--- config.mk ---
export PLATFORM = sky130hd
export DESIGN_NAME = intdec_core
export DESIGN_NICKNAME = d
export VERILOG_FILES = /design/src/shared/intdec_pkg.sv /design/src/hdl/intdec_core.sv
export SDC_FILE = /design/constraint.sdc
export NUM_CORES = 1
export LEC_CHECK = 0
export ABC_AREA = 1
export BUFFER_PORTS_ARGS = -buffer_cell sky130_fd_sc_hd__buf_2
export CAP_MARGIN = 20
export CELL_PAD_IN_SITES_DETAIL_PLACEMENT = 0
export CELL_PAD_IN_SITES_GLOBAL_PLACEMENT = 2
export CORE_UTILIZATION = 39
export CTS_BUF_LIST = sky130_fd_sc_hd__clkbuf_4 sky130_fd_sc_hd__clkbuf_8
export CTS_CLUSTER_SIZE = 12
export DETAILED_ROUTE_END_ITERATION = 12
export GPL_TIMING_DRIVEN = 0
export PLACE_DENSITY = 0.93
export SYNTH_ARGS = -nofsm -noshare
export SYNTH_HDL_FRONTEND = slang
export SYNTH_SLANG_ARGS = --single-unit
--- constraint.sdc ---
create_clock -name ref_clk -period 8.8 [get_ports ref_clk]
set_clock_uncertainty 0.1 [all_clocks]
set_input_delay 0.88 -clock ref_clk [delete_from_list [all_inputs] [get_ports ref_clk]]
set_output_delay 0.88 -clock ref_clk [all_outputs]
set_load 0.01 [all_outputs]
--- src/shared/intdec_pkg.sv ---
// Purpose: constants and types for the interrogation decoder
// Assumes: 100 MHz ref_clk, byte-wide register window 60h..6Fh
// Notes: times are kept in their own unit, cycle counts derive from them
`default_nettype none
package intdec_pkg;
   localparam int CYCLE_NS = 10;
   // register window and offsets
   localparam logic [3:0] WINDOW_PAGE = 4'h6;
   localparam logic [7:0] ADDR_CONTROL = 8'h60;
   localparam logic [7:0] ADDR_OWN_LOW = 8'h61;
   localparam logic [7:0] ADDR_OWN_MID = 8'h62;
   localparam logic [7:0] ADDR_OWN_HIGH = 8'h63;
   localparam logic [7:0] ADDR_MANUAL_TRIG = 8'h68;
   localparam logic [7:0] ADDR_STATUS = 8'h69;
   localparam logic [7:0] ADDR_RX_LOW = 8'h6A;
   localparam logic [7:0] ADDR_RX_MID = 8'h6B;
   localparam logic [7:0] ADDR_RX_HIGH = 8'h6C;
   localparam logic [7:0] ADDR_REPLY_START = 8'h6D;
   // control bits
   localparam int CTRL_HOLD = 0;
   localparam int CTRL_MODE_S = 1;
   localparam int CTRL_INV_VIDEO = 2;
   localparam int CTRL_INV_THRESH = 3;
   localparam int CTRL_DIS_DIG = 4;
   localparam int CTRL_DIS_PG = 5;
   localparam logic [7:0] CTRL_RESET = 8'h0D;
   // status codes
   localparam logic [7:0] STAT_NO_SPR = 8'h20;
   localparam logic [7:0] ATC_BASE = 8'h46;
   localparam logic [7:0] ATC_P2 = 8'h20;
   localparam logic [7:0] ATC_P2B = 8'h08;
   localparam logic [7:0] ATC_S1 = 8'h40;
   localparam logic [7:0] ATC_MASK = 8'h7F;
   // reply start addresses
   localparam logic [7:0] START_DF0_TRACK = 8'h23;
   localparam logic [7:0] START_DF16_TRACK = 8'h6F;
   localparam logic [7:0] START_DF0_ACQ = 8'hFF;
   localparam logic [7:0] START_DF16_ACQ = 8'h47;
   // uplink format fields
   localparam logic [4:0] UF_SHORT = 5'h00;
   localparam logic [4:0] UF_LONG = 5'h10;
   localparam logic [6:0] UF_LAST_BIT = 7'd5;
   localparam logic [6:0] RL_BIT = 7'd9;
   localparam logic [6:0] AQ_BIT = 7'd14;
   localparam logic [6:0] SHORT_BITS = 7'd56;
   localparam logic [6:0] LONG_BITS = 7'd112;
   // times
   localparam int DIG_DELAY_NS = 100;
   localparam int DIG_WIDTH_NS = 50;
   localparam int BEGIN_WIDTH_NS = 100;
   localparam int REPLY_DELAY_US = 128;
   localparam int MS_P2_NS = 2400;
   localparam int MS_P6_NS = 3700;
   localparam int SPR_EARLY_NS = 4500;
   localparam int SPR_LATE_NS = 5000;
   localparam int DATA_FIRST_NS = 620;
   localparam int CHIP_NS = 250;
   localparam int ATC_P3_NS = 8000;
   localparam int ATC_REPLY_US = 3;
   localparam int ATC_END_NS = 13000;
   // cycle counts
   localparam logic [15:0] DIG_DELAY_CYC = 16'((DIG_DELAY_NS + CYCLE_NS - 1) / CYCLE_NS);
   localparam logic [2:0] DIG_LEN = 3'(DIG_WIDTH_NS / CYCLE_NS - 1);
   localparam logic [3:0] BEGIN_LEN = 4'(BEGIN_WIDTH_NS / CYCLE_NS - 1);
   localparam int REPLY_DELAY_CYC_DEF = REPLY_DELAY_US * 1000 / CYCLE_NS;
   localparam logic [15:0] MS_P2_CYC = 16'(MS_P2_NS / CYCLE_NS);
   localparam logic [15:0] MS_P6_CYC = 16'(MS_P6_NS / CYCLE_NS);
   localparam logic [15:0] SPR_EARLY_CYC = 16'(SPR_EARLY_NS / CYCLE_NS);
   localparam logic [15:0] SPR_LATE_CYC = 16'(SPR_LATE_NS / CYCLE_NS);
   localparam logic [5:0] DATA_FIRST_CYC = 6'(DATA_FIRST_NS / CYCLE_NS);
   localparam logic [5:0] CHIP_LEN = 6'(CHIP_NS / CYCLE_NS - 1);
   localparam logic [15:0] ATC_REPLY_CYC = 16'((ATC_P3_NS + ATC_REPLY_US * 1000) / CYCLE_NS);
   localparam logic [15:0] ATC_END_CYC = 16'(ATC_END_NS / CYCLE_NS);
   // atcrbs sample points: P2', P2, S1-case P2', S1-case P2, P3, P4, S1-case P4
   localparam logic [6:0][15:0] ATC_SAMPLE_CYC = {16'(12400 / CYCLE_NS), 16'(10400 / CYCLE_NS),
      16'(8400 / CYCLE_NS), 16'(4400 / CYCLE_NS), 16'(3400 / CYCLE_NS), 16'(2400 / CYCLE_NS),
      16'(1400 / CYCLE_NS)};

   typedef enum logic [2:0] {
      S_IDLE = 3'b000, S_PRE = 3'b001, S_SPR = 3'b010, S_DATA = 3'b011,
      S_WAIT = 3'b100, S_ATC = 3'b101, S_DONE = 3'b110
   } intdec_fsm_t;

   typedef struct packed {
      logic csN;
      logic rdN;
      logic wrN;
      logic [7:0] addr;
      logic [7:0] wrData;
   } intdec_bus_req_t;

   typedef struct packed {
      intdec_fsm_t fsm;
      logic [15:0] cnt;
      logic [5:0] chipTmr;
      logic [6:0] bitCnt;
      logic [4:0] ufField;
      logic rl;
      logic aq;
      logic refPhase;
      logic prevComb;
      logic prevPhase;
      logic wrSeen;
      logic loadPending;
      logic [23:0] shift;
      logic [6:0] atcSeen;
      logic [7:0] ctrl;
      logic [7:0] status;
      logic [7:0] startAddr;
      logic [7:0] rdData;
      logic [23:0] ownAddr;
      logic [23:0] rxAddr;
      logic irq;
      logic dmaReq;
      logic digOut;
      logic begOut;
      logic [2:0] digCnt;
      logic [3:0] begCnt;
   } intdec_state_t;
endpackage
`default_nettype wire
--- src/hdl/intdec_core.sv ---
// Purpose: interrogation decoder, mode s uf0/uf16 and atcrbs mode c all-call
// Assumes: inputs synchronous to ref_clk; dpsk phase arrives as a level
// Notes: all state lives in one struct, registered by a single always_ff
`default_nettype none
// How it works
// RULE1 - answer only chip select inside 60h..6Fh
// RULE2 - write to 68h fires digitizer trigger
// RULE3 - own 24-bit address in 61h..63h
// RULE4 - own address loads operator value at power-up
// RULE5 - received address 6Ah..6Ch, start address 6Dh
// RULE6 - control D0 holds decoder, clears irq, dma
// RULE7 - control D1 picks atcrbs or mode s
// RULE8 - D2, D3 invert video and threshold
// RULE9 - D4, D5 suppress digitizer and reply triggers
// RULE10 - pulse needs video and threshold together
// RULE11 - dpsk decoding starts after P1, P2, P6
// RULE12 - 50 ns digitizer trigger after P1
// RULE13 - find sync reversal before decoding data
// RULE14 - check uf0/uf16, address, read RL, AQ
// RULE15 - tracking replies start at 23h or 6Fh
// RULE16 - acquisition replies start at FFh or 47h
// RULE17 - 100 ns reply pulse 128 us after SPR
// RULE18 - irq high after status, until reset
// RULE19 - processor reads, then pulses D0 to clear
// RULE20 - status D0 match, D1 uf0, D2 uf16
// RULE21 - status D3 RL, D4 AQ, D5 no reversal
// RULE22 - atcrbs reply 3 us after P3, then irq
// RULE23 - atcrbs status gives pulse combination code
// RULE24 - atcrbs reply pulse also 100 ns wide
module intdec_core #(
   parameter int unsigned REPLY_DELAY_CYC = intdec_pkg::REPLY_DELAY_CYC_DEF
) (
   input wire logic ref_clk,
   input wire logic rst,
   input wire intdec_pkg::intdec_bus_req_t busReq,
   output logic [7:0] busRdData,
   input wire logic [23:0] powerUpAddr,
   input wire logic videoIn,
   input wire logic thresholdIn,
   input wire logic dpskPhase,
   output logic digitizerTrigger,
   output logic replyStart,
   output logic decodeDoneIrq,
   output logic replyDmaRequest,
   output logic [7:0] replyDmaData,
   input wire logic replyDmaAck
);
   import intdec_pkg::*;

   intdec_state_t q;
   intdec_state_t d;
   logic csActive;
   logic inWindow;
   logic wrTake;
   logic rdTake;
   logic combNow;
   logic combRise;
   logic digLaunch;
   logic begLaunch;
   logic sampleBit;
   logic [6:0] bitNext;
   logic [23:0] shiftNext;
   logic isUf0;
   logic isUf16;
   logic addrMatch;

   // start address for a reply from RL and AQ
   function automatic logic [7:0] replySel(input logic rl, input logic aq);
      case ({rl, aq})
         2'b00: replySel = START_DF0_TRACK;
         2'b10: replySel = START_DF16_TRACK;
         2'b01: replySel = START_DF0_ACQ;
         default: replySel = START_DF16_ACQ;
      endcase
   endfunction

   // pulse combination code; with S1 the whole pattern sits one slot later
   function automatic logic [7:0] atcCode(input logic [6:0] seen);
      logic [7:0] base;
      base = ATC_BASE;
      if (seen[4]) begin
         if (seen[1]) base = base | ATC_P2;
         if (seen[0]) base = base | ATC_P2B;
         atcCode = base & ATC_MASK;
      end else begin
         if (seen[3]) base = base | ATC_P2;
         if (seen[2]) base = base | ATC_P2B;
         atcCode = (ATC_S1 | (base >> 1)) & ATC_MASK;
      end
   endfunction

   // valid all-call: P3 and P4 on time, no P2, no P2', no S1
   function automatic logic atcValid(input logic [6:0] seen);
      atcValid = seen[4] & seen[5] & ~seen[1] & ~seen[0];
   endfunction

   // read mux; write-only and unused slots read as zero
   function automatic logic [7:0] regRead(input logic [7:0] addr, input intdec_state_t s);
      case (addr)
         ADDR_STATUS: regRead = s.status;
         ADDR_RX_LOW: regRead = s.rxAddr[7:0];
         ADDR_RX_MID: regRead = s.rxAddr[15:8];
         ADDR_RX_HIGH: regRead = s.rxAddr[23:16];
         ADDR_REPLY_START: regRead = s.startAddr;
         default: regRead = 8'h00;
      endcase
   endfunction

   // bus decode; a write is taken once per strobe, on its first low cycle
   assign csActive = ~busReq.csN;
   assign inWindow = csActive & (busReq.addr[7:4] == WINDOW_PAGE); // [RULE1]
   assign wrTake = inWindow & ~busReq.wrN & ~q.wrSeen; // [RULE1]
   assign rdTake = inWindow & ~busReq.rdN; // [RULE1]

   // a pulse counts only where both detector lines agree
   assign combNow = (videoIn ^ q.ctrl[CTRL_INV_VIDEO]) & (thresholdIn ^ q.ctrl[CTRL_INV_THRESH]); // [RULE8] [RULE10]
   assign combRise = combNow & ~q.prevComb;

   // uplink format and address checks on the finished data block
   assign isUf0 = (q.ufField == UF_SHORT); // [RULE14]
   assign isUf16 = (q.ufField == UF_LONG); // [RULE14]
   assign addrMatch = (shiftNext == q.ownAddr); // [RULE14]

   // next-state logic for the whole decoder
   always_comb begin
      d = q;
      digLaunch = 1'b0;
      begLaunch = 1'b0;
      sampleBit = 1'b0;
      bitNext = q.bitCnt;
      shiftNext = q.shift;
      d.prevComb = combNow;
      d.prevPhase = dpskPhase;
      d.wrSeen = csActive & ~busReq.wrN;
      // strap-like load one edge after reset release
      if (q.loadPending) begin
         d.ownAddr = powerUpAddr; // [RULE4]
         d.loadPending = 1'b0;
      end
      if (wrTake) begin
         case (busReq.addr)
            ADDR_CONTROL: d.ctrl = busReq.wrData;
            ADDR_OWN_LOW: d.ownAddr[7:0] = busReq.wrData; // [RULE3]
            ADDR_OWN_MID: d.ownAddr[15:8] = busReq.wrData; // [RULE3]
            ADDR_OWN_HIGH: d.ownAddr[23:16] = busReq.wrData; // [RULE3]
            ADDR_MANUAL_TRIG: digLaunch = 1'b1; // [RULE2]
            default: ;
         endcase
      end
      d.rdData = rdTake ? regRead(busReq.addr, q) : 8'h00; // [RULE5]
      // ack drops the request; a new request in the same cycle wins below
      if (replyDmaAck) d.dmaReq = 1'b0;
      if (q.ctrl[CTRL_HOLD]) begin
         // held: nothing decodes, irq and dma drop
         d.fsm = S_IDLE; // [RULE6]
         d.irq = 1'b0; // [RULE6]
         d.dmaReq = 1'b0; // [RULE6]
         d.cnt = 16'h0000;
      end else begin
         case (q.fsm)
            S_IDLE: begin
               d.cnt = 16'h0000;
               d.atcSeen = 7'h00;
               if (combRise) d.fsm = q.ctrl[CTRL_MODE_S] ? S_PRE : S_ATC; // [RULE7]
            end
            S_PRE: begin
               d.cnt = q.cnt + 16'h0001;
               if (q.cnt == DIG_DELAY_CYC && !q.ctrl[CTRL_DIS_DIG]) digLaunch = 1'b1; // [RULE12] [RULE9]
               if (q.cnt == MS_P2_CYC && !combNow) d.fsm = S_IDLE; // [RULE11]
               if (q.cnt == MS_P6_CYC) d.fsm = combNow ? S_SPR : S_IDLE; // [RULE11]
            end
            S_SPR: begin
               d.cnt = q.cnt + 16'h0001;
               if (q.cnt >= SPR_EARLY_CYC && dpskPhase != q.prevPhase) begin
                  // reversal found: data chips are timed from here
                  d.fsm = S_DATA; // [RULE13]
                  d.cnt = 16'h0000;
                  d.chipTmr = DATA_FIRST_CYC;
                  d.bitCnt = 7'h00;
                  d.ufField = 5'h00;
                  d.refPhase = dpskPhase;
               end else if (q.cnt == SPR_LATE_CYC) begin
                  d.status = STAT_NO_SPR; // [RULE21]
                  d.irq = 1'b1; // [RULE18]
                  d.fsm = S_DONE;
               end
            end
            S_DATA: begin
               d.cnt = q.cnt + 16'h0001;
               if (q.chipTmr != 6'h00) begin
                  d.chipTmr = q.chipTmr - 6'h01;
               end else begin
                  // a one is a phase reversal against the previous chip
                  d.chipTmr = CHIP_LEN;
                  sampleBit = dpskPhase ^ q.refPhase;
                  d.refPhase = dpskPhase;
                  bitNext = q.bitCnt + 7'h01;
                  shiftNext = {q.shift[22:0], sampleBit};
                  d.bitCnt = bitNext;
                  d.shift = shiftNext;
                  if (bitNext <= UF_LAST_BIT) d.ufField = {q.ufField[3:0], sampleBit};
                  if (bitNext == RL_BIT) d.rl = sampleBit; // [RULE14]
                  if (bitNext == AQ_BIT) d.aq = sampleBit; // [RULE14]
                  if ((bitNext == SHORT_BITS && !isUf16) || bitNext == LONG_BITS) begin
                     d.status = {2'b00, 1'b0, q.aq, q.rl, isUf16, isUf0, addrMatch}; // [RULE20] [RULE21]
                     d.rxAddr = shiftNext;
                     d.startAddr = replySel(q.rl, q.aq); // [RULE15] [RULE16]
                     if (addrMatch && (isUf0 || isUf16)) begin
                        d.dmaReq = 1'b1; // [RULE15] [RULE16]
                        d.fsm = S_WAIT;
                     end else begin
                        d.irq = 1'b1; // [RULE18]
                        d.fsm = S_DONE;
                     end
                  end
               end
            end
            S_WAIT: begin
               d.cnt = q.cnt + 16'h0001;
               if (q.cnt == 16'(REPLY_DELAY_CYC - 1)) begin
                  begLaunch = ~q.ctrl[CTRL_DIS_PG]; // [RULE17] [RULE9]
                  d.irq = 1'b1; // [RULE18]
                  d.fsm = S_DONE;
               end
            end
            S_ATC: begin
               d.cnt = q.cnt + 16'h0001;
               for (int k = 0; k < 7; k++) begin
                  if (q.cnt == ATC_SAMPLE_CYC[k]) d.atcSeen[k] = combNow;
               end
               if (q.cnt == ATC_REPLY_CYC && atcValid(q.atcSeen)) begLaunch = ~q.ctrl[CTRL_DIS_PG]; // [RULE22]
               if (q.cnt == ATC_END_CYC) begin
                  d.status = atcCode(q.atcSeen); // [RULE23]
                  d.irq = 1'b1; // [RULE18] [RULE22]
                  d.fsm = S_DONE;
               end
            end
            S_DONE: d.fsm = S_DONE;
            default: d.fsm = S_IDLE;
         endcase
      end
      // fixed-width output pulses; a launched pulse always runs to its end
      if (digLaunch) begin
         d.digOut = 1'b1; // [RULE12]
         d.digCnt = DIG_LEN;
      end else if (q.digCnt != 3'h0) begin
         d.digCnt = q.digCnt - 3'h1;
      end else begin
         d.digOut = 1'b0;
      end
      if (begLaunch) begin
         d.begOut = 1'b1; // [RULE17] [RULE24]
         d.begCnt = BEGIN_LEN;
      end else if (q.begCnt != 4'h0) begin
         d.begCnt = q.begCnt - 4'h1;
      end else begin
         d.begOut = 1'b0;
      end
   end

   // single state register
   always_ff @(posedge ref_clk or posedge rst) begin
      if (rst) begin
         q <= '0;
         q.fsm <= S_IDLE;
         q.ctrl <= CTRL_RESET;
         q.loadPending <= 1'b1;
      end else begin
         q <= d;
      end
   end

   // outputs straight from the state register
   assign busRdData = q.rdData;
   assign digitizerTrigger = q.digOut;
   assign replyStart = q.begOut;
   assign decodeDoneIrq = q.irq;
   assign replyDmaRequest = q.dmaReq;
   assign replyDmaData = q.startAddr;
endmodule
`default_nettype wire

==> results by group <==
Route
  • Post-route ant nets: 0
  • Drt drc: 0
  • Via Count: 7590
  • Wirelength per Cell: 15.5 um
  • First DRT Iteration DRCs: 509
  • Post-Route WL: 23700 um
  • Drt pass-1 iters: 5
  • Drt via density: 4.99

Power and ir drop
  • Total power: 2.10 mW
  • VDD IR-drop max: 132 uV
  • PwrDens: 214 nW/um^2
  • Seq pwr share: 42.3%
  • Clock Power Share: 26.9%
  • Int Power: 1.31 mW
  • Combinational Power Share: 30.8%
  • Psw: 0.790 mW
  • Leak pwr: 4.91 nW
  • Switch share: 37.7%

Global routing
  • Vias in the first global route: 6919
  • Tot GR Track Use: 21.8%
  • Grt total ovfl: 0
  • Largest net degree at the start of global routing: 118
  • First-pass GRT wire length: 37500 um
  • Initial antenna violation count: 0

Setup path
  • Slowest CP cell: nor4_1
  • Crit-path max cell delay: 0.62 ns
  • Crit path max fanout: 10
  • Crit path launch type: input port
  • CP cell instances: buf_2 > nor2_1 > nand3_1 > nor4_1 > nand3_1 > clkbuf_1 > o21ai_0
  • Worst Setup End Kind: register
  • Crit path DAT: 3.07 ns
  • Worst Path Required: 9.06 ns
  • Most Frequent Cell on Critical Path: nand3_1
  • Crit path kind: in -> reg

Floorplan
  • Die area: 22800 sq um
  • Initial Util: 39.7%
  • Die height: 151 um
  • Num ports: 69
  • Die width: 151 um
  • Total core area: 21800 sq um
  • Rows: 54

Logic synthesis
  • Post-synth ARST share: 100%
  • Synthesis Warnings: 0
  • Syn_nets: 1204
  • Synthesized flop and latch total: 159
  • Synth cell types: 44
  • Mapped Cells: 1141
  • Primary FF master, synth: dfrtp_1
  • Avg Inst Size Synth: 7.60 sq um
  • Synthesized cell area: 8670 sq um
  • Seq/Total Area, Yosys: 46.0%
  • Number of flops mapped to enable cells by yosys: 0

Run status
  • Status: finished, final reports clean

Finish
  • P&R area growth vs syn: 13.0%
  • Final #Nets: 1292
  • Layout cells sized above 1: 12.7%
  • N_diodes: 0

Placement
  • Routability cong.: 0.825
  • Port bufs: 68
  • DP HPWL: 18000 um

Timing
  • Slew @ Worst Pin: 0.931 ns
  • Slew headroom: 37.4%
  • Final setup TNS: 0 ns
  • Final Max Tran Viols: 0
  • RSZ-0062 raised after global routing: false
  • Minimum clock period: 2.81 ns
  • Fmax: 0.355 GHz
  • Setup-failing EPs final: 0
  • Hold Fails Final Rpt: 0
  • Share of the clock period used by the worst path: 32.0%

Clock tree
  • Clock slew at reported path FFs: 0.09 ns
  • Clk root buf: clkbuf_8
  • Clock buffer depth: 2
  • CTS tree: built
  • Post_cts resized: 0
  • H-tree Lvls: 4
  • Total CTS buffers: 17
  • Hold_buf cts: 0
  • Clock Sinks: 159
  • Number of setup buffers added after CTS: 0
  • Clk_lat worst skew: 0.46 ns

Run
  • Max-Cap Viols: 0

Hold path
  • Hold WC Path Type: in -> async
[metal layers]
layer | global-route usage (%) | vias to the layer above | share of wire, %
li1 | - | 3865 | -
met1 | 31.9 | 3527 | 50
met2 | 33.0 | 164 | 44
met3 | 2.98 | 34 | 4.2
met4 | 7.20 | 0 | 1.8
met5 | 0 | - | 0
[cell type report]
class | count | area [sq um]
buffer | 45 | 289
clock buffer | 20 | 269
clock inverter | 12 | 134
fill | 2259 | 12000
inverter | 162 | 616
multi-input combinational | 775 | 3790
sequential | 159 | 3980
tap | 280 | 350
timing repair buffer | 69 | 368
[worst max-delay path, delay by kind of cell]
kind	cells	cell delay, ns
buffers and inverters	2	0.47
and+or+nand+nor	4	1.42
AOI/OAI and AO/OA	1	0.29
[power by group through the flow]
stage / Sequential [mW] / Clock [mW] / Combinational (mW)
after floorplan: 0.885 / 0 / 0.480
after global placement: 0.900 / 0 / 0.640
after detailed placement: 0.900 / 0 / 0.648
after CTS: 0.886 / 0.576 / 0.650
after global routing: 0.899 / 0.602 / 0.739
final: 0.887 / 0.564 / 0.646
[path summary, 6_finish.rpt]
path / end / startpoint / depth (start not counted) / slack, ns
setup / recovery: q[38] / busReq[12] / 7 / 5.99
hold / removal: q[6] / rst / 2 / 0.30
setup reg to reg: q[164] / q[141] / 18 / 6.06
hold reg to reg: digitizerTrigger / digitizerTrigger / 2 / 0.39
max in group asynchronous: decodeDoneIrq / rst / 3 / 7.40
min in group ref_clk: digitizerTrigger / digitizerTrigger / 2 / 0.39
[layout by cell type (no fill, tap or decap), types with 4 or more instances in the layout]
cell / instances
nand4_1: 9
clkinvlp_4: 5
o21ai_2: 5
o211ai_1: 10
xor2_1: 13
ha_1: 14
a21oi_1: 9
inv_2: 5
buf_4: 18
clkbuf_8: 19
nor4_1: 6
buf_6: 6
nand2_1: 326
nor2_2: 4
nor2_1: 76
inv_1: 156
o21ai_0: 133
o31ai_1: 4
buf_2: 74
nand3_1: 87
dfrtp_1: 155
a211oi_1: 6
o22ai_1: 26
nor3_1: 13
dfstp_2: 4
xnor2_1: 6
a31oi_1: 4
clkbuf_1: 14
[registers in the layout (all words and copies together) (netlist names)]
register / cells
decodeDoneIrq: 1
replyDmaData: 5
replyDmaRequest: 1
replyStart: 1
digitizerTrigger: 1
q: 142
busRdData: 8
[per-stage QoR]
| step | util, % | setup WS, ns | area (sq um) | cells | hold slack (ns) |
|---|---|---|---|---|---|
| finish | 44.9 | 5.99 | 9800 | 1522 | 0.299 |
| global route | 44.9 | 5.72 | 9800 | 1522 | 0.314 |
| CTS | 44.9 | 6.03 | 9800 | 1522 | 0.289 |
| detailed placement | 43.1 | 5.56 | 9400 | 1490 | 0.368 |
| global placement | 42.9 | 1.39 | 9360 | 1489 | 0.361 |
| floorplan | - | 3.54 | 8670 | 1141 | 0.342 |
[synthesized netlist by cell type, types with 9 or more instances]
cell type,number,area share (%)
nor3_1,13,0.75
o22ai_1,26,1.9
nand4_1,9,0.65
clkbuf_1,14,0.61
o211ai_1,10,0.87
inv_1,157,6.8
a21oi_1,9,0.52
ha_1,14,2.0
nand3_1,87,5.0
buf_4,18,1.6
xor2_1,13,1.3
o21ai_0,133,7.7
nand2_1,326,14
nor2_1,76,3.3
dfrtp_1,155,45
[kinds of logic after synthesis]
kind of cell    share of synthesized area, %
other cells                           0.0433
compound gates                          14.0
flops                                   46.0
buf+inv                                 10.3
xor+xnor                                1.92
fa+ha+maj                               2.02
simple gates                            25.7
Note: power is estimated with default switching activity, not from simulation.
